===== config.mk =====
export PLATFORM = sky130hd
export DESIGN_NAME = cps_port_page
export DESIGN_NICKNAME = d
export VERILOG_FILES = /design/src/cps_pkg.sv /design/src/cps_port_page.sv /design/src/cps_sync.sv /design/src/cps_debounce.sv
export SDC_FILE = /design/constraint.sdc
export NUM_CORES = 1
export LEC_CHECK = 0
export BUFFER_PORTS_ARGS = -buffer_cell sky130_fd_sc_hd__buf_2
export CORE_MARGIN = 4
export CORE_UTILIZATION = 45
export DETAILED_ROUTE_END_ITERATION = 10
export PLACE_DENSITY_LB_ADDON = 0.3
export SETUP_SLACK_MARGIN = 0.02
export SKIP_CTS_REPAIR_TIMING = 1
export SLEW_MARGIN = 10
export SYNTH_ARGS = -nofsm -noshare
export SYNTH_HDL_FRONTEND = slang
export SYNTH_SLANG_ARGS = --single-unit

===== constraint.sdc =====
create_clock -name sys_clk -period 18.9 [get_ports sys_clk]
set_input_delay 1.89 -clock sys_clk [delete_from_list [all_inputs] [get_ports sys_clk]]
set_output_delay 1.89 -clock sys_clk [all_outputs]
set_load 0.01 [all_outputs]

===== src/cps_pkg.sv =====
// constants and field layout of the per-port status page
// Behaviour
// pair-A line state of selected port read as 11 Z, 01 one, 10 zero
// pair-B line state read in its own field with the same codes
// role reads 1 child, 0 parent; off, unconnected or suspended reads child
// software ignores the role bit from bus reset until tree id ends
// connection flag sets only after about 341 ms of stable connection
// connection flag clears on hardware reset, kept over bus reset
// beta links: connected needs peer tones plus finished speed negotiation
// receive valid: debounced bias in legacy mode, valid signal in beta
// beta mode with only tones seen keeps receive valid low
// port-off bit disables port, resets to 0, kept over bus reset
// an off port still tones but never completes an active connection
// 3-bit agreed rate read-only, from the port's negotiation source
// event enable lets a port event set the global flag and notify link
// resume or suspend fault sets the fault flag, port then suspended
// resume fault: no bias while resuming; suspend fault: bias while suspending
// fault flag cleared by writing 1 or hardware reset, kept over bus reset
// standby fault sets on standby error, clears on leaving standby
// writing 1 or remote command clears standby fault and standby errors
// scrambler bypass bit sends packet data unscrambled on that port
// beta-only bit reads 1 for a beta-only port, else 0
// dc link bit reads 1 when the legacy detector senses dc connection
// rate code 000..101 is S100..S3200, 110 and 111 reserved
// change of con, bias, off or fault on enabled port sets flag; W1C
// unimplemented port selection reads every page register as 0
package cps_pkg;
  localparam int CPS_NPORTS = 3;
  localparam int CPS_CLK_KHZ = 125000;
  localparam int CPS_CON_DEB_MS = 341;
  // ms times kHz gives cycles
  localparam int CPS_CON_DEB_CYC = CPS_CON_DEB_MS * CPS_CLK_KHZ;
  localparam int CPS_BIAS_DEB_CYC = 16;
  // register indices; byte address is four times the index
  localparam logic [3:0] CPS_IDX_EVT = 4'h5;
  localparam logic [3:0] CPS_IDX_SEL = 4'h7;
  localparam logic [3:0] CPS_IDX_P0 = 4'h8;
  localparam logic [3:0] CPS_IDX_P1 = 4'h9;
  localparam logic [3:0] CPS_IDX_P2 = 4'hA;
  // field positions, bit 7 is the leftmost bit of each byte
  localparam int CPS_A_LSB = 6;
  localparam int CPS_B_LSB = 4;
  localparam int CPS_DESC_BIT = 3;
  localparam int CPS_CON_BIT = 2;
  localparam int CPS_RXV_BIT = 1;
  localparam int CPS_DIS_BIT = 0;
  localparam int CPS_NEG_LSB = 5;
  localparam int CPS_IEN_BIT = 4;
  localparam int CPS_FLT_BIT = 3;
  localparam int CPS_SBF_BIT = 2;
  localparam int CPS_SCR_BIT = 1;
  localparam int CPS_BONLY_BIT = 0;
  localparam int CPS_DC_BIT = 7;
  localparam int CPS_PAGE_LSB = 5;
  localparam int CPS_PORT_LSB = 0;
  localparam int CPS_EVT_BIT = 0;
  // line state codes
  localparam logic [1:0] CPS_LINE_Z = 2'h3;
  localparam logic [1:0] CPS_LINE_ONE = 2'h1;
  localparam logic [1:0] CPS_LINE_ZERO = 2'h2;
  localparam logic [1:0] CPS_LINE_BAD = 2'h0;
  // rate codes
  localparam logic [2:0] CPS_S100 = 3'h0;
  localparam logic [2:0] CPS_S3200 = 3'h5;
  // reset values
  localparam logic [2:0] CPS_PAGE_RST = 3'h0;
  localparam logic [3:0] CPS_PORT_RST = 4'h0;
  localparam logic CPS_CTRL_RST = 1'b0;
  localparam logic [2:0] CPS_RATE_RST = CPS_S100;
endpackage


===== src/cps_port_page.sv =====
// per-port status page with apb slave and port control bits
//
// Register access over APB and the address map were decided locally.
`timescale 1ns/100ps
module cps_port_page
  import cps_pkg::*;
#(
  parameter int NP      = CPS_NPORTS,
  parameter int ADDR_W  = 8,
  parameter int CON_DEB = CPS_CON_DEB_CYC,
  parameter int BIAS_DB = CPS_BIAS_DEB_CYC
)(
  input  wire logic            sys_clk,
  input  wire logic            rst_b,
  input  wire logic [ADDR_W-1:0] paddr,
  input  wire logic            psel,
  input  wire logic            penable,
  input  wire logic            pwrite,
  input  wire logic [31:0]     pwdata,
  input  wire logic [3:0]      pstrb,
  output logic      [31:0]     prdata,
  output logic                 pready,
  output logic                 pslverr,
  input  wire logic [2*NP-1:0] pair_a_line,
  input  wire logic [2*NP-1:0] pair_b_line,
  input  wire logic [NP-1:0]   incoming_cable_bias,
  input  wire logic [NP-1:0]   phys_connect,
  input  wire logic [NP-1:0]   dc_link_detected,
  input  wire logic [NP-1:0]   tone_detect,
  input  wire logic [NP-1:0]   signal_valid,
  input  wire logic [NP-1:0]   is_descendant_port,
  input  wire logic [NP-1:0]   beta_mode,
  input  wire logic [NP-1:0]   speed_neg_done,
  input  wire logic [3*NP-1:0] negotiated_rate,
  input  wire logic [NP-1:0]   port_resuming,
  input  wire logic [NP-1:0]   port_suspending,
  input  wire logic [NP-1:0]   standby_active,
  input  wire logic [NP-1:0]   standby_error,
  input  wire logic [NP-1:0]   remote_standby_clr,
  input  wire logic [NP-1:0]   beta_only_cfg,
  output logic      [NP-1:0]   port_off,
  output logic      [NP-1:0]   scrambler_bypass,
  output logic      [NP-1:0]   port_suspend,
  output logic      [NP-1:0]   standby_err_clear,
  output logic                 port_event_flag
);
  localparam int PW = (NP > 1) ? $clog2(NP) : 1;

  ////////////////////////////////////////////////////////////////////
  // reset release
  logic rst_m_r;
  logic rst_sync_b;

  // async assert, release after two edges
  always_ff @(posedge sys_clk or negedge rst_b)
  begin
    if (!rst_b)
    begin
      rst_m_r    <= 1'b0;
      rst_sync_b <= 1'b0;
    end
    else
    begin
      rst_m_r    <= 1'b1;
      rst_sync_b <= rst_m_r;
    end
  end

  ////////////////////////////////////////////////////////////////////
  // pin inputs through two flops
  logic [2*NP-1:0] pa_s;
  logic [2*NP-1:0] pb_s;
  logic [NP-1:0]   bias_s;
  logic [NP-1:0]   conn_s;
  logic [NP-1:0]   dc_s;
  logic [NP-1:0]   tone_s;
  logic [NP-1:0]   sig_s;

  cps_sync #(.W(4*NP)) u_sync_line (
    .sys_clk    (sys_clk),
    .rst_sync_b (rst_sync_b),
    .d          ({pair_a_line, pair_b_line}),
    .q          ({pa_s, pb_s})
  );

  cps_sync #(.W(5*NP)) u_sync_det (
    .sys_clk    (sys_clk),
    .rst_sync_b (rst_sync_b),
    .d          ({incoming_cable_bias, phys_connect, dc_link_detected,
                  tone_detect, signal_valid}),
    .q          ({bias_s, conn_s, dc_s, tone_s, sig_s})
  );

  ////////////////////////////////////////////////////////////////////
  // apb decode
  logic [3:0]    idx;
  logic          addr_ok;
  logic          mapped;
  logic          setup;
  logic          acc;
  logic          wr;
  logic [2:0]    page_sel_r;
  logic [3:0]    port_sel_r;
  logic          port_ok;
  logic          page_ok;
  logic [PW-1:0] sel_idx;
  logic          wr_p0;
  logic          wr_p1;
  logic          wr_sel;
  logic          clr_evt;

  // only the low byte lane carries register data
  assign idx     = paddr[5:2];
  assign addr_ok = (paddr[1:0] == 2'h0) &&
                   (paddr[ADDR_W-1:6] == '0);
  assign mapped  = addr_ok && ((idx == CPS_IDX_SEL) ||
                   (idx == CPS_IDX_EVT) || idx[3]);
  assign setup   = psel && !penable;
  assign acc     = psel && penable;
  assign wr      = acc && pwrite && mapped && pstrb[0];
  assign port_ok = 32'(port_sel_r) < NP;
  assign page_ok = (page_sel_r == CPS_PAGE_RST) && port_ok;
  assign sel_idx = port_sel_r[PW-1:0];
  assign wr_p0   = wr && page_ok && (idx == CPS_IDX_P0);
  assign wr_p1   = wr && page_ok && (idx == CPS_IDX_P1);
  assign wr_sel  = wr && (idx == CPS_IDX_SEL);
  assign clr_evt = wr && (idx == CPS_IDX_EVT) && pwdata[CPS_EVT_BIT];

  // zero wait states; unmapped access answers with an error
  assign pready  = 1'b1;
  assign pslverr = acc && !mapped;

  // page and port selection, kept over bus reset
  always_ff @(posedge sys_clk or negedge rst_sync_b)
  begin
    if (!rst_sync_b)
    begin
      page_sel_r <= CPS_PAGE_RST;
      port_sel_r <= CPS_PORT_RST;
    end
    else if (wr_sel)
    begin
      page_sel_r <= pwdata[CPS_PAGE_LSB +: 3];
      port_sel_r <= pwdata[CPS_PORT_LSB +: 4];
    end
  end

  ////////////////////////////////////////////////////////////////////
  // per-port state
  logic [NP-1:0] con_w;
  logic [NP-1:0] con_raw;
  logic [NP-1:0] bias_deb;
  logic [NP-1:0] rx_valid;
  logic [NP-1:0] child;
  logic [NP-1:0] irq_en_r;
  logic [NP-1:0] fault_r;
  logic [NP-1:0] fault_set;
  logic [NP-1:0] sb_flt_r;
  logic [NP-1:0] sb_prev_r;
  logic [NP-1:0] sb_clr;
  logic [NP-1:0] evt;
  logic [7:0]    w0 [NP];
  logic [7:0]    w1 [NP];
  logic [7:0]    w2 [NP];

  assign port_suspend = fault_r;

  genvar i;
  generate
    for (i = 0; i < NP; i++)
    begin : g_port
      logic       sel;
      logic       flt_clr;
      logic [2:0] rate_r;
      logic [2:0] rate_in;
      logic [3:0] prev_r;
      logic [3:0] cur;

      assign sel = sel_idx == PW'(i);

      // beta needs tones and a finished speed negotiation
      assign con_raw[i] = beta_mode[i] ?
                          (tone_s[i] && speed_neg_done[i]) :
                          conn_s[i];

      cps_debounce #(.CYC(CON_DEB)) u_con_deb (
        .sys_clk    (sys_clk),
        .rst_sync_b (rst_sync_b),
        .raw        (con_raw[i]),
        .stable     (con_w[i])
      );

      cps_debounce #(.CYC(BIAS_DB)) u_bias_deb (
        .sys_clk    (sys_clk),
        .rst_sync_b (rst_sync_b),
        .raw        (bias_s[i]),
        .stable     (bias_deb[i])
      );

      // tones alone never raise this in beta mode
      assign rx_valid[i] = beta_mode[i] ? sig_s[i] : bias_deb[i];

      // anything not plainly attached reports as child
      assign child[i] = is_descendant_port[i] || !con_w[i] ||
                        port_off[i] || fault_r[i];

      // resume without bias, or suspend with bias, is a fault
      assign fault_set[i] = (port_resuming[i] && !bias_deb[i]) ||
                            (port_suspending[i] && bias_deb[i]);
      assign flt_clr = wr_p1 && sel && pwdata[CPS_FLT_BIT];

      // standby fault leaves on write, remote command or standby exit
      assign sb_clr[i] = (wr_p1 && sel && pwdata[CPS_SBF_BIT]) ||
                         remote_standby_clr[i] ||
                         (sb_prev_r[i] && !standby_active[i]);

      // reserved rate codes are not taken
      assign rate_in = negotiated_rate[3*i +: 3];
      assign cur = {con_w[i], bias_deb[i], port_off[i], fault_r[i]};
      assign evt[i] = irq_en_r[i] && (cur != prev_r);

      // controls change only on port writes; hardware reset clears them
      always_ff @(posedge sys_clk or negedge rst_sync_b)
      begin
        if (!rst_sync_b)
        begin
          port_off[i]         <= CPS_CTRL_RST;
          irq_en_r[i]         <= CPS_CTRL_RST;
          scrambler_bypass[i] <= CPS_CTRL_RST;
        end
        else
        begin
          if (wr_p0 && sel)
            port_off[i] <= pwdata[CPS_DIS_BIT];
          if (wr_p1 && sel)
          begin
            irq_en_r[i]         <= pwdata[CPS_IEN_BIT];
            scrambler_bypass[i] <= pwdata[CPS_SCR_BIT];
          end
        end
      end

      // sticky flags: a set in the clear cycle wins
      always_ff @(posedge sys_clk or negedge rst_sync_b)
      begin
        if (!rst_sync_b)
        begin
          fault_r[i]           <= CPS_CTRL_RST;
          sb_flt_r[i]          <= CPS_CTRL_RST;
          sb_prev_r[i]         <= CPS_CTRL_RST;
          standby_err_clear[i] <= CPS_CTRL_RST;
          rate_r               <= CPS_RATE_RST;
          prev_r               <= 4'h0;
        end
        else
        begin
          fault_r[i] <= fault_set[i] ||
                        (fault_r[i] && !flt_clr);
          sb_flt_r[i] <= standby_error[i] ||
                         (sb_flt_r[i] && !sb_clr[i]);
          sb_prev_r[i] <= standby_active[i];
          standby_err_clear[i] <= sb_clr[i];
          if (rate_in <= CPS_S3200)
            rate_r <= rate_in;
          prev_r <= cur;
        end
      end

      // page words for this port
      assign w0[i] = {pa_s[2*i +: 2], pb_s[2*i +: 2], child[i],
                      con_w[i], rx_valid[i], port_off[i]};
      assign w1[i] = {rate_r, irq_en_r[i], fault_r[i], sb_flt_r[i],
                      scrambler_bypass[i], beta_only_cfg[i]};
      assign w2[i] = {dc_s[i], 7'h00};
    end
  endgenerate

  ////////////////////////////////////////////////////////////////////
  // global port event flag, write 1 to clear
  logic evt_any;

  assign evt_any = |evt;

  always_ff @(posedge sys_clk or negedge rst_sync_b)
  begin
    if (!rst_sync_b)
      port_event_flag <= CPS_CTRL_RST;
    else
      port_event_flag <= evt_any ||
                         (port_event_flag && !clr_evt);
  end

  ////////////////////////////////////////////////////////////////////
  // read path, captured in the setup cycle
  logic [7:0] page_word;
  logic [7:0] rd_word;

  // wrong page or absent port reads as zero
  assign page_word = !page_ok ? 8'h00 :
                     (idx == CPS_IDX_P0) ? w0[sel_idx] :
                     (idx == CPS_IDX_P1) ? w1[sel_idx] :
                     (idx == CPS_IDX_P2) ? w2[sel_idx] :
                     8'h00;
  assign rd_word = !mapped ? 8'h00 :
                   (idx == CPS_IDX_SEL) ?
                     {page_sel_r, 1'b0, port_sel_r} :
                   (idx == CPS_IDX_EVT) ?
                     {7'h00, port_event_flag} :
                   page_word;

  always_ff @(posedge sys_clk or negedge rst_sync_b)
  begin
    if (!rst_sync_b)
      prdata <= 32'h00000000;
    else if (setup && !pwrite)
      prdata <= {24'h000000, rd_word};
  end

  logic rd_p0;
  assign rd_p0 = setup && !pwrite && mapped && page_ok &&
                 (idx == CPS_IDX_P0);
endmodule // cps_port_page


===== src/cps_sync.sv =====
// two-stage synchroniser for pin-level inputs
`timescale 1ns/100ps
module cps_sync
  import cps_pkg::*;
#(
  parameter int W = 1
)(
  input  wire logic         sys_clk,
  input  wire logic         rst_sync_b,
  input  wire logic [W-1:0] d,
  output logic      [W-1:0] q
);
  logic [W-1:0] meta_r;

  // first stage feeds only the second
  always_ff @(posedge sys_clk or negedge rst_sync_b)
  begin
    if (!rst_sync_b)
    begin
      meta_r <= '0;
      q      <= '0;
    end
    else
    begin
      meta_r <= d;
      q      <= meta_r;
    end
  end
endmodule // cps_sync


===== src/cps_debounce.sv =====
// stability filter: output rises after CYC stable high cycles
`timescale 1ns/100ps
module cps_debounce
  import cps_pkg::*;
#(
  parameter int CYC = 16
)(
  input  wire logic sys_clk,
  input  wire logic rst_sync_b,
  input  wire logic raw,
  output logic      stable
);
  localparam int CW = $clog2(CYC + 1);
  localparam logic [CW-1:0] LAST = CW'(CYC - 1);
  logic [CW-1:0] cnt_r;

  // any low sample restarts the wait; loss is reported at once
  always_ff @(posedge sys_clk or negedge rst_sync_b)
  begin
    if (!rst_sync_b)
    begin
      cnt_r  <= '0;
      stable <= 1'b0;
    end
    else if (!raw)
    begin
      cnt_r  <= '0;
      stable <= 1'b0;
    end
    else if (cnt_r == LAST)
      stable <= 1'b1;
    else
      cnt_r <= cnt_r + 1'b1;
  end
endmodule // cps_debounce


# Word level (Yosys, flattened, before mapping)
# Cells that the tools add are included.
[totals]
reg_bits = 213
latchBits = 0
ramBits = 0
romBits = 0
input_bits = 112
wordCells = 236
n_memories = 0
[op_classes]
n_addsub = 6
n_mul = 0
div = 0
order_cmp = 5
n_eq_ne = 28
shifts = 0
n_mux = 46
n_bitwise = 1
n_reduce_logical = 101
[op_table]
columns = ["operator", "count"]
rows = [
  ["two-way mux 26 bit", 6],
  ["two-way mux 8 bit", 13],
  ["adder 26 x 1 -> 26 bit (second input constant)", 3],
  ["equality test 26 bit (second input constant)", 3],
  ["logical AND 1 bit", 50],
  ["binary-select mux 8 bit (select 2 bit)", 3],
  ["two-way mux 5 bit", 6],
  ["logical OR 1 bit", 27],
  ["zero test 1 bit", 19],
  ["two-way mux 1 bit", 18],
  ["!= test 2 bit (second input constant)", 9],
  ["adder 5 x 1 -> 5 bit (second input constant)", 3],
  ["equality test 5 x 4 -> 1 bit (second input constant)", 3],
  ["equality test 4 bit (second input constant)", 3],
  ["!= test 4 bit", 3],
  ["<= comparator 3 bit (second input constant)", 3],
  ["equality test 4 x 3 -> 1 bit (second input constant)", 2],
  ["zero test 2 bit", 3],
  ["!= test 2 x 1 -> 1 bit (second input constant)", 3],
  ["less-than comparator 4 x 2 -> 1 bit (second input constant)", 1],
  ["greater-or-equal comparator 3 bit (second input constant)", 1],
  ["zero test 3 bit", 1],
  ["NOT 2 -> 3 bit", 1],
  ["OR reduction 3 bit", 1],
  ["2 further kinds", 2],
]

# Longest topological paths before layout
# Gate-level depths: netlist of run 1.
[logic_depth]
depth_word = 15
mapped_depth = 7

# By module
# A second synthesis of run 1 with hierarchy kept.
[unflattened]
cells_unflattened = 893
hier_area_um2 = 9839.4
[by_module_without_submodules]
columns = ["module", "n_inst", "cells_each", "area_each_um2", "seq_area_each_um2"]
rows = [
  ["cps_debounce at g_port[0].u_con_deb ...", 3, 154, 1460.2, 675.6],
  ["cps_port_page", 1, 302, 3176.8, 1501.4],
  ["cps_debounce at g_port[0].u_bias_deb ...", 3, 25, 310.3, 150.1],
  ["cps_sync at u_sync_det", 1, 30, 750.7, 750.7],
  ["cps_sync at u_sync_line", 1, 24, 600.6, 600.6],
]

# Worst setup path after synthesis of run 1
# Ideal clock, no wire load.
[synth_timing]
path_kind = "input port to output port"
from = "input port paddr[1]"
to = "output port pslverr"
arrival_ps = 2793
t_required_ps = 17010
setup_slack_ps = 14217
stages = 3
path_buffers = 1
path_cell_list = "or4_4 -> buf_6 -> o211a_1"
[synth_via]
elab_chain_cells = 5
[synth_lines]
columns = ["element", "line_no", "rtl"]
rows = [
  ["from (decl)", "cps_port_page.sv:15", "input wire logic [ADDR_W-1:0] paddr,"],
  ["zero test 2 bit", "cps_port_page.sv:114", "assign addr_ok = (paddr[1:0] == 2'h0) &&"],
  ["logical AND 1 bit", "cps_port_page.sv:114", ""],
  ["logical AND 1 bit", "cps_port_page.sv:116", "assign mapped = addr_ok && ((idx == CPS_IDX_SEL) ||"],
  ["zero test 1 bit", "--", ""],
  ["logical AND 1 bit", "cps_port_page.sv:131", "assign pslverr = acc && !mapped;"],
  ["to (decl)", "cps_port_page.sv:23", "output logic pslverr,"],
]
# Every way passes these cells.

# Worst setup path in the final report of run 1
# Same ends and word-level chain as after synthesis.

==> results.sh, run 1 <==
export IMPL_cp_end_kind="output pin"
export IMPL_wl_met3_microns=1300
export IMPL_async_flop_share_pct=100
export IMPL_drive_above_1_share_pct=19.5
export IMPL_max_freq_mhz=206
export IMPL_dp_cells=1247
export IMPL_grt_total_usage_pct=17.3
export IMPL_path_clk_slew_ps=60
export IMPL_grt_pass1_vias=6849
export IMPL_fin_util_pct=53.1
export IMPL_wl_met1_microns=9690
export IMPL_synth_area_sq_um=9780
export IMPL_fp_row_count=53
export IMPL_maxCapViolations=0
export IMPL_antenna_found_initial=0
export IMPL_vias=7144
export IMPL_yosysWarnings=0
export IMPL_hold_violations=0
export IMPL_synth_edf_count=0
export IMPL_grt_max_degree=83
export IMPL_worst_hold_path_type="reg2reg"
export IMPL_stdcell_area_sq_um=11300
export IMPL_p_total_mw=0.996
export IMPL_core_region_area_sq_um=21200
export IMPL_insertion_delay_ps=520
export IMPL_nNetsFinal=1119
export IMPL_slew_headroom_pct=31.4
export IMPL_fp_dieH_microns=155
export IMPL_firstDrtPassIters=5
export IMPL_synthFlopType="dfrtp_1"
export IMPL_fillerInstances=1899
export IMPL_syn_area_per_cell_sq_um=10.9
export IMPL_fin_ws_ps=14040
export IMPL_cts_buffers=24
export IMPL_seq_area_sq_um=5330
export IMPL_cts_num_sinks=213
export IMPL_wl_per_cell_microns=16.5
export IMPL_powerDensity_nw_per_um2=88.4
export IMPL_cts_tree="built"
export IMPL_wl_microns=21200
export IMPL_final_common_cell="dfrtp_1"
export IMPL_ys_seq_area_share_pct=54.5
export IMPL_gp_congestion=0.818
export IMPL_fin_crit_ps=4860
export IMPL_critPathRequiredTime_ps=17010
export IMPL_clock_root_buffer="clkbuf_16"
export IMPL_num_antenna_cells=0
export IMPL_remaining_drc_errors=0
export IMPL_cp_data_arrival_time_ps=2970
export IMPL_dp_hpwl_microns=14800
export IMPL_io_pins=159
export IMPL_crit_fanout=7
export IMPL_drtIter0Drc=391
export IMPL_die_width_microns=155
export IMPL_fin_skew_ps=24.0
export IMPL_clockBufferDepth=3
export IMPL_rsz0062_at_grt="false"
export IMPL_synthCells=897
export IMPL_grt_overflow_total=0
export IMPL_tightest_slew_ps=1030
export IMPL_synth_cell_types=65
export IMPL_setup_viol=0
export IMPL_ys_ff_latch=213
export IMPL_port_buffers=106
export IMPL_finalNonFillerCells=1290
export IMPL_die_area_sq_um=24200
export IMPL_antenna_left=0
export IMPL_placed_area_sq_um=10400
export IMPL_met2_length_microns=9970
export IMPL_ir_worst_vdd_uv=56.8
export IMPL_finalCritPeriodShare_pct=25.7
export IMPL_dpl_worst_slack_ps=14030
export IMPL_finalSetupTns_ps=0
export IMPL_grt_first_pass_wirelength_microns=34800
export IMPL_highest_layer="met4"
export IMPL_vias_per_cell=5.54
export IMPL_syn_to_final_growth_pct=15.2
export IMPL_worstSetupPathType="in2out"
export IMPL_start_util_pct=46.1
export IMPL_status="complete, no violations"
export IMPL_maxSlewViolCount=0
export IMPL_holdWs_ps=345
export IMPL_multi_input_area_sq_um=4090
export IMPL_power_leakage_nw=4.88
export IMPL_layout_common_cells="dfrtp_1 (212), buf_2 (106), nand2_1 (55), a21oi_1 (55), o21ai_0 (38)"
export IMPL_start_kind="input pin"
export IMPL_h_tree_depth=1
## cells by family (layout without fill, tap and decap cells)
group,after synthesis,count (layout),share of synthesized area (%)
flops,213,213,54.5
fa+ha+maj,9,9,1.15
other cells,2,26,0.0768
compound gates,168,168,11.1
buf+inv,90,184,4.62
simple gates,324,324,19.4
mux,49,49,5.39
xor+xnor,42,42,3.76
## cell type report
cell class | count | area share [%]
timing repair buffer | 109 | 4.91
clock buffer | 32 | 6.04
tap | 275 | 3.05
clock inverter | 11 | 1.31
sequential | 213 | 47.3
multi-input combinational | 618 | 36.3
inverter | 32 | 1.07
## critical path, stage by stage
cell     delay (ps)
buf_2           110
or4_4           600
o211a_1         240
buf_2           130
## sequential cells by signal (all words and copies together), names as in the netlist, 4 cells and up
register,count
g_port.prev_r,12
g_port.rate_r,9
g_port.u_bias_deb.cnt_r,15
g_port.u_con_deb.cnt_r,78
port_sel_r,4
prdata,8
u_sync_det.meta_r,15
u_sync_det.q,15
u_sync_line.meta_r,12
u_sync_line.q,12
## synthesized netlist by cell type, drive strengths merged (17+ instances only)
| library cell | n | share of area (%) |
|---|---|---|
| a21oi | 55 | 2.8 |
| and2 | 19 | 1.2 |
| o21ai | 39 | 2.0 |
| inv | 31 | 1.2 |
| o31ai | 21 | 1.6 |
| dfrtp | 213 | 55 |
| mux2i | 20 | 2.0 |
| buf | 30 | 2.3 |
| or3 | 23 | 1.5 |
| xnor2 | 21 | 1.9 |
| clkbuf | 28 | 1.1 |
| nor4 | 20 | 1.3 |
| nand3 | 39 | 2.2 |
| nor3 | 17 | 0.99 |
| or4 | 25 | 2.0 |
| nor2 | 32 | 1.3 |
| nand2b | 20 | 1.3 |
| nand4 | 24 | 1.6 |
| xor2 | 21 | 1.9 |
| nand2 | 55 | 2.1 |
| mux2 | 29 | 3.3 |
## path summary, 6_finish.rpt
| check | startpoint | end | slack (ps) | depth (start not counted) |
|---|---|---|---|---|
| max in group asynchronous | rst_sync_b | g_port[2].u_con_deb.cnt_r[23] | 17050 | 1 |
| setup reg to reg | port_sel_r[0] | port_suspend[2] | 16330 | 3 |
| setup / recovery | paddr[1] | pslverr | 14040 | 4 |
| hold reg to reg | u_sync_line.meta_r[6] | u_sync_line.q[6] | 350 | 0 |
| min in group asynchronous | rst_sync_b | u_sync_det.meta_r[12] | 370 | 0 |
| hold / removal | u_sync_line.meta_r[6] | u_sync_line.q[6] | 350 | 0 |
## per-layer routing
metal,global-route usage (%),vias up
met2,27.7,188
met3,2.75,21
met1,25.2,3513
met5,0,-
li1,-,3422
met4,3.50,0
## power breakdown
part	switching (mW)	leakage, nW	total [mW]	internal, mW
Clock	0.181	0.408	0.475	0.294
Combinational	0.0277	1.71	0.0447	0.0170
Sequential	0.00857	2.76	0.476	0.468
Total	0.217	4.88	0.996	0.779
Note: power is estimated with default switching activity, not from simulation.
==> run 2, diff against run 1 <==
==> constraint.sdc (replaced) <==
create_clock -name sys_clk -period 4.9 [get_ports sys_clk]
set_input_delay 0.49 -clock sys_clk [delete_from_list [all_inputs] [get_ports sys_clk]]
set_output_delay 0.49 -clock sys_clk [all_outputs]
set_load 0.01 [all_outputs]
==> results.sh, run 2 (same netlist as run 1, synthesis figures left out) <==
export IMPL_antenna_left=0
export IMPL_rsz0062_at_grt="false"
export IMPL_drtIter0Drc=484
export IMPL_dp_hpwl_microns=14600
export IMPL_powerDensity_nw_per_um2=341
export IMPL_hold_violations=0
export IMPL_die_area_sq_um=24200
export IMPL_antenna_found_initial=0
export IMPL_grt_max_degree=130
export IMPL_fillerInstances=1904
export IMPL_largest_register_ffs=78
export IMPL_cts_tree="built"
export IMPL_max_freq_mhz=434
export IMPL_firstDrtPassIters=5
export IMPL_fp_dieH_microns=155
export IMPL_r2r_slack_ps=2600
export IMPL_largest_register="g_port.u_con_deb.cnt_r"
export IMPL_start_kind="flip-flop"
export IMPL_cp_data_arrival_time_ps=2720
export IMPL_setup_viol=0
export IMPL_nNetsFinal=1121
export IMPL_maxCapViolations=0
export IMPL_grt_pass1_vias=6844
export IMPL_r2r_start="port_sel_r[1]"
export IMPL_critPathRequiredTime_ps=5320
export IMPL_tightest_slew_ps=1030
export IMPL_drive_above_1_share_pct=19.3
export IMPL_multi_input_area_sq_um=4090
export IMPL_critPathLaunch="port_sel_r[1]"
export IMPL_gp_congestion=0.815
export IMPL_fin_ws_ps=2600
export IMPL_crit_fanout=14
export IMPL_worstSetupEndpoint="prdata[4]"
export IMPL_r2r_end="prdata[4]"
export IMPL_cts_num_sinks=213
export IMPL_finalCritPeriodShare_pct=47.0
export IMPL_seq_area_sq_um=5330
export IMPL_ir_worst_vdd_uv=185
export IMPL_start_util_pct=46.1
export IMPL_layout_common_cells="dfrtp_1 (212), buf_2 (106), nand2_1 (55), a21oi_1 (55), o21ai_0 (38)"
export IMPL_power_leakage_nw=4.88
export IMPL_maxSlewViolCount=0
export IMPL_remaining_drc_errors=0
export IMPL_clock_root_buffer="clkbuf_16"
export IMPL_path_clk_slew_ps=60
export IMPL_port_buffers=106
export IMPL_dp_cells=1248
export IMPL_reg2reg_depth=4
export IMPL_vias=7189
export IMPL_slew_headroom_pct=31.1
export IMPL_wl_per_cell_microns=16.6
export IMPL_fin_skew_ps=10.7
export IMPL_vias_per_cell=5.57
export IMPL_die_width_microns=155
export IMPL_syn_to_final_growth_pct=15.4
export IMPL_wl_microns=21400
export IMPL_finalSetupTns_ps=0
export IMPL_cts_buffers=24
export IMPL_h_tree_depth=1
export IMPL_grt_overflow_total=0
export IMPL_grt_first_pass_wirelength_microns=35100
export IMPL_status="complete, no violations"
export IMPL_fin_crit_ps=2300
export IMPL_finalNonFillerCells=1291
export IMPL_core_region_area_sq_um=21200
export IMPL_cp_end_kind="flip-flop"
export IMPL_num_antenna_cells=0
export IMPL_worst_hold_path_type="in2reg"
export IMPL_insertion_delay_ps=510
export IMPL_fp_row_count=53
export IMPL_clockBufferDepth=3
export IMPL_worstSetupPathType="reg2reg"
export IMPL_dpl_worst_slack_ps=2490
export IMPL_grt_total_usage_pct=17.4
export IMPL_final_common_cell="dfrtp_1"
export IMPL_io_pins=159
## run 2: area by class of cell
type	count	share of cell area (%)
clock buffer	37	6.56
clock inverter	5	0.687
inverter	32	1.06
multi-input combinational	618	36.2
sequential	213	47.3
tap	275	3.05
timing repair buffer	111	5.17
## run 2: routing by layer
metal	share of wire [%]	track usage, %	wire length (microns)
met1	46	25.4	9890
met2	46	27.3	9800
met3	6.2	2.89	1320
met4	1.7	4.21	359
met5	0	0	0
## run 2: worst max-delay path: stages, from the launching register on
cell and delay [ps]:
dfrtp_1 620, nor2b_1 850, a221oi_1 260, or2_2 340, o21ai_0 150
## run 2: power breakdown
part | switching [mW] | leakage, nW | internal, mW
Combinational | 0.116 | 1.73 | 0.0673
Sequential | 0.0240 | 2.76 | 1.80
Clock | 0.693 | 0.401 | 1.14
## run 2: how the worst min path moves through the flow
stage	slack, ps	from	cells past startpoint	endpoint
after global routing	70	phys_connect[1]	1	u_sync_det.meta_r[10]
after floorplan	190	rst_b	0	rst_m_r
after global placement	280	rst_b	1	rst_m_r
after detailed placement	280	rst_b	1	rst_m_r
final	90	tone_detect[1]	1	u_sync_det.meta_r[4]
after CTS	-260	rst_b	1	rst_sync_b
## run 2: metrics by stage
stage / area (sq um) / hold WS (ps) / utilization [%] / power [mW]
after floorplan: 9870 / 194 / - / 1.98
after global placement: 10500 / 279 / 49.3 / 2.04
after detailed placement: 10500 / 280 / 49.3 / 2.05
after CTS: 11300 / -255 / 53.1 / 3.89
after global routing: 11300 / 68.9 / 53.2 / 4.00
final: 11300 / 89.9 / 53.2 / 3.84
==> run 3, diff against run 2 <==
==> constraint.sdc (replaced) <==
create_clock -name sys_clk -period 2.3 [get_ports sys_clk]
set_input_delay 0.23 -clock sys_clk [delete_from_list [all_inputs] [get_ports sys_clk]]
set_output_delay 0.23 -clock sys_clk [all_outputs]
set_load 0.01 [all_outputs]
==> results.sh, run 3 (same netlist as run 1, synthesis figures left out) <==
export IMPL_max_freq_mhz=476
export IMPL_grt_overflow_total=0
export IMPL_remaining_drc_errors=0
export IMPL_fp_dieH_microns=155
export IMPL_path_cells="or4_1 > or2_2 > nor4_1 > mux2_1"
export IMPL_syn_to_final_growth_pct=22.9
export IMPL_largest_register_ffs=78
export IMPL_finalCritPeriodShare_pct=91.3
export IMPL_io_pins=159
export IMPL_maxCapViolations=0
export IMPL_ir_worst_vdd_uv=367
export IMPL_antenna_left=0
export IMPL_layout_common_cells="dfrtp_1 (212), buf_2 (106), nand2_1 (55), a21oi_1 (55), dlygate4sd3_1 (55)"
export IMPL_hold_violations=1
export IMPL_dp_hpwl_microns=15500
export IMPL_crit_fanout=3
export IMPL_final_common_cell="dfrtp_1"
export IMPL_fin_crit_ps=2100
export IMPL_start_kind="flip-flop"
export IMPL_largest_register="g_port.u_con_deb.cnt_r"
export IMPL_vias_per_cell=5.40
export IMPL_critical_path_depth=4
export IMPL_firstDrtPassIters=5
export IMPL_num_antenna_cells=0
export IMPL_slowest_stage="or4_1"
export IMPL_finalSetupTns_ps=0
export IMPL_grt_first_pass_wirelength_microns=35800
export IMPL_path_clk_slew_ps=60
export IMPL_drtIter0Drc=496
export IMPL_r2r_slack_ps=200
export IMPL_h_tree_depth=1
export IMPL_wl_microns=22300
export IMPL_setup_viol=0
export IMPL_port_buffers=106
export IMPL_holdWs_ps=-0.805
export IMPL_dp_cells=1271
export IMPL_cp_data_arrival_time_ps=2480
export IMPL_slew_headroom_pct=48.4
export IMPL_fp_row_count=53
export IMPL_cts_buffers=23
export IMPL_grt_pass1_vias=7037
export IMPL_vias=7392
export IMPL_wl_per_cell_microns=16.3
export IMPL_holdPathStages=2
export IMPL_rsz0062_at_grt="false"
export IMPL_powerDensity_nw_per_um2=684
export IMPL_critPathRequiredTime_ps=2680
export IMPL_gp_congestion=0.806
export IMPL_cts_num_sinks=213
export IMPL_violations="negative hold slack"
export IMPL_drive_above_1_share_pct=20.3
export IMPL_die_width_microns=155
export IMPL_grt_total_usage_pct=17.8
export IMPL_antenna_found_initial=0
export IMPL_clockBufferDepth=3
export IMPL_insertion_delay_ps=510
export IMPL_die_area_sq_um=24200
export IMPL_core_region_area_sq_um=21200
export IMPL_power_leakage_nw=5.23
export IMPL_maxSlewViolCount=0
export IMPL_worst_hold_path_type="in2reg"
export IMPL_nNetsFinal=1197
export IMPL_grt_max_degree=47
export IMPL_critPathBufInv=0
export IMPL_tightest_slew_ps=774
export IMPL_slowest_delay_ps=570
export IMPL_reg2reg_depth=4
export IMPL_clock_root_buffer="clkbuf_16"
export IMPL_start_util_pct=46.1
export IMPL_fin_skew_ps=18.9
export IMPL_crit_family="simple AND/OR/NAND/NOR gates"
export IMPL_status="finished, violations left"
export IMPL_worstSetupPathType="reg2reg"
export IMPL_cts_tree="built"
export IMPL_finalNonFillerCells=1368
export IMPL_cp_end_kind="flip-flop"
## run 3: cell count changes in the layout (fill, tap and decap cells not counted)
cell / previous run / this run
clkbuf_8: 7 / 5
bufinv_16: 2 / 3
clkbuf_16: 25 / 23
clkinvlp_4: 1 / 3
buf_4: 3 / 23
clkbuf_1: 5 / 2
dlygate4sd3_1: 1 / 55
buf_12: 1 / 4
inv_6: 0 / 2
clkinv_2: 2 / 4
## run 3: through the flow
stage | power [mW] | area [sq um] | worst slack (ps) | utilization [%] | hold slack (ps)
floorplan | 4.21 | 9870 | 136 | - | -65.6
global placement | 4.37 | 10700 | 215 | 50.3 | 14.6
detailed placement | 4.38 | 10700 | 221 | 50.3 | 17.8
CTS | 8.27 | 11500 | 204 | 54.1 | -535
global route | 8.56 | 12000 | 76.3 | 56.6 | 2.49
finish | 8.22 | 12000 | 200 | 56.6 | -0.805
## run 3: routing by layer
metal | vias up | global-route usage [%] | wire length (microns)
li1 | 3595 | - | -
met1 | 3609 | 25.4 | 10200
met2 | 165 | 28.8 | 10700
met3 | 23 | 3.50 | 1190
met4 | 0 | 3.38 | 276
met5 | - | 0 | 0
## run 3: power breakdown
part | leakage (nW) | internal [mW] | switching, mW
combinational | 2.08 | 0.219 | 0.249
clock | 0.389 | 2.34 | 1.49
sequential | 2.76 | 3.84 | 0.0674
total | 5.23 | 6.41 | 1.81
## run 3: worst paths after layout
path	startpoint	end
max	page_sel_r[0]	port_off[1]
min	pwdata[1]	scrambler_bypass[1]
max reg2reg	page_sel_r[0]	port_off[1]
min reg2reg	u_sync_line.meta_r[0]	u_sync_line.q[0]
max in group asynchronous	rst_sync_b	g_port[2].prev_r[0]
min in group asynchronous	rst_b	rst_sync_b
## run 3: cell type report
| class | instances | area, sq um |
|---|---|---|
| Multi-Input combinational cell | 618 | 4090 |
| Sequential cell | 213 | 5330 |
| Timing Repair Buffer | 188 | 1330 |
| Clock buffer | 30 | 652 |
| Clock inverter | 12 | 150 |
| Inverter | 32 | 120 |
| Tap cell | 275 | 344 |
| Fill cell | 1785 | 9200 |
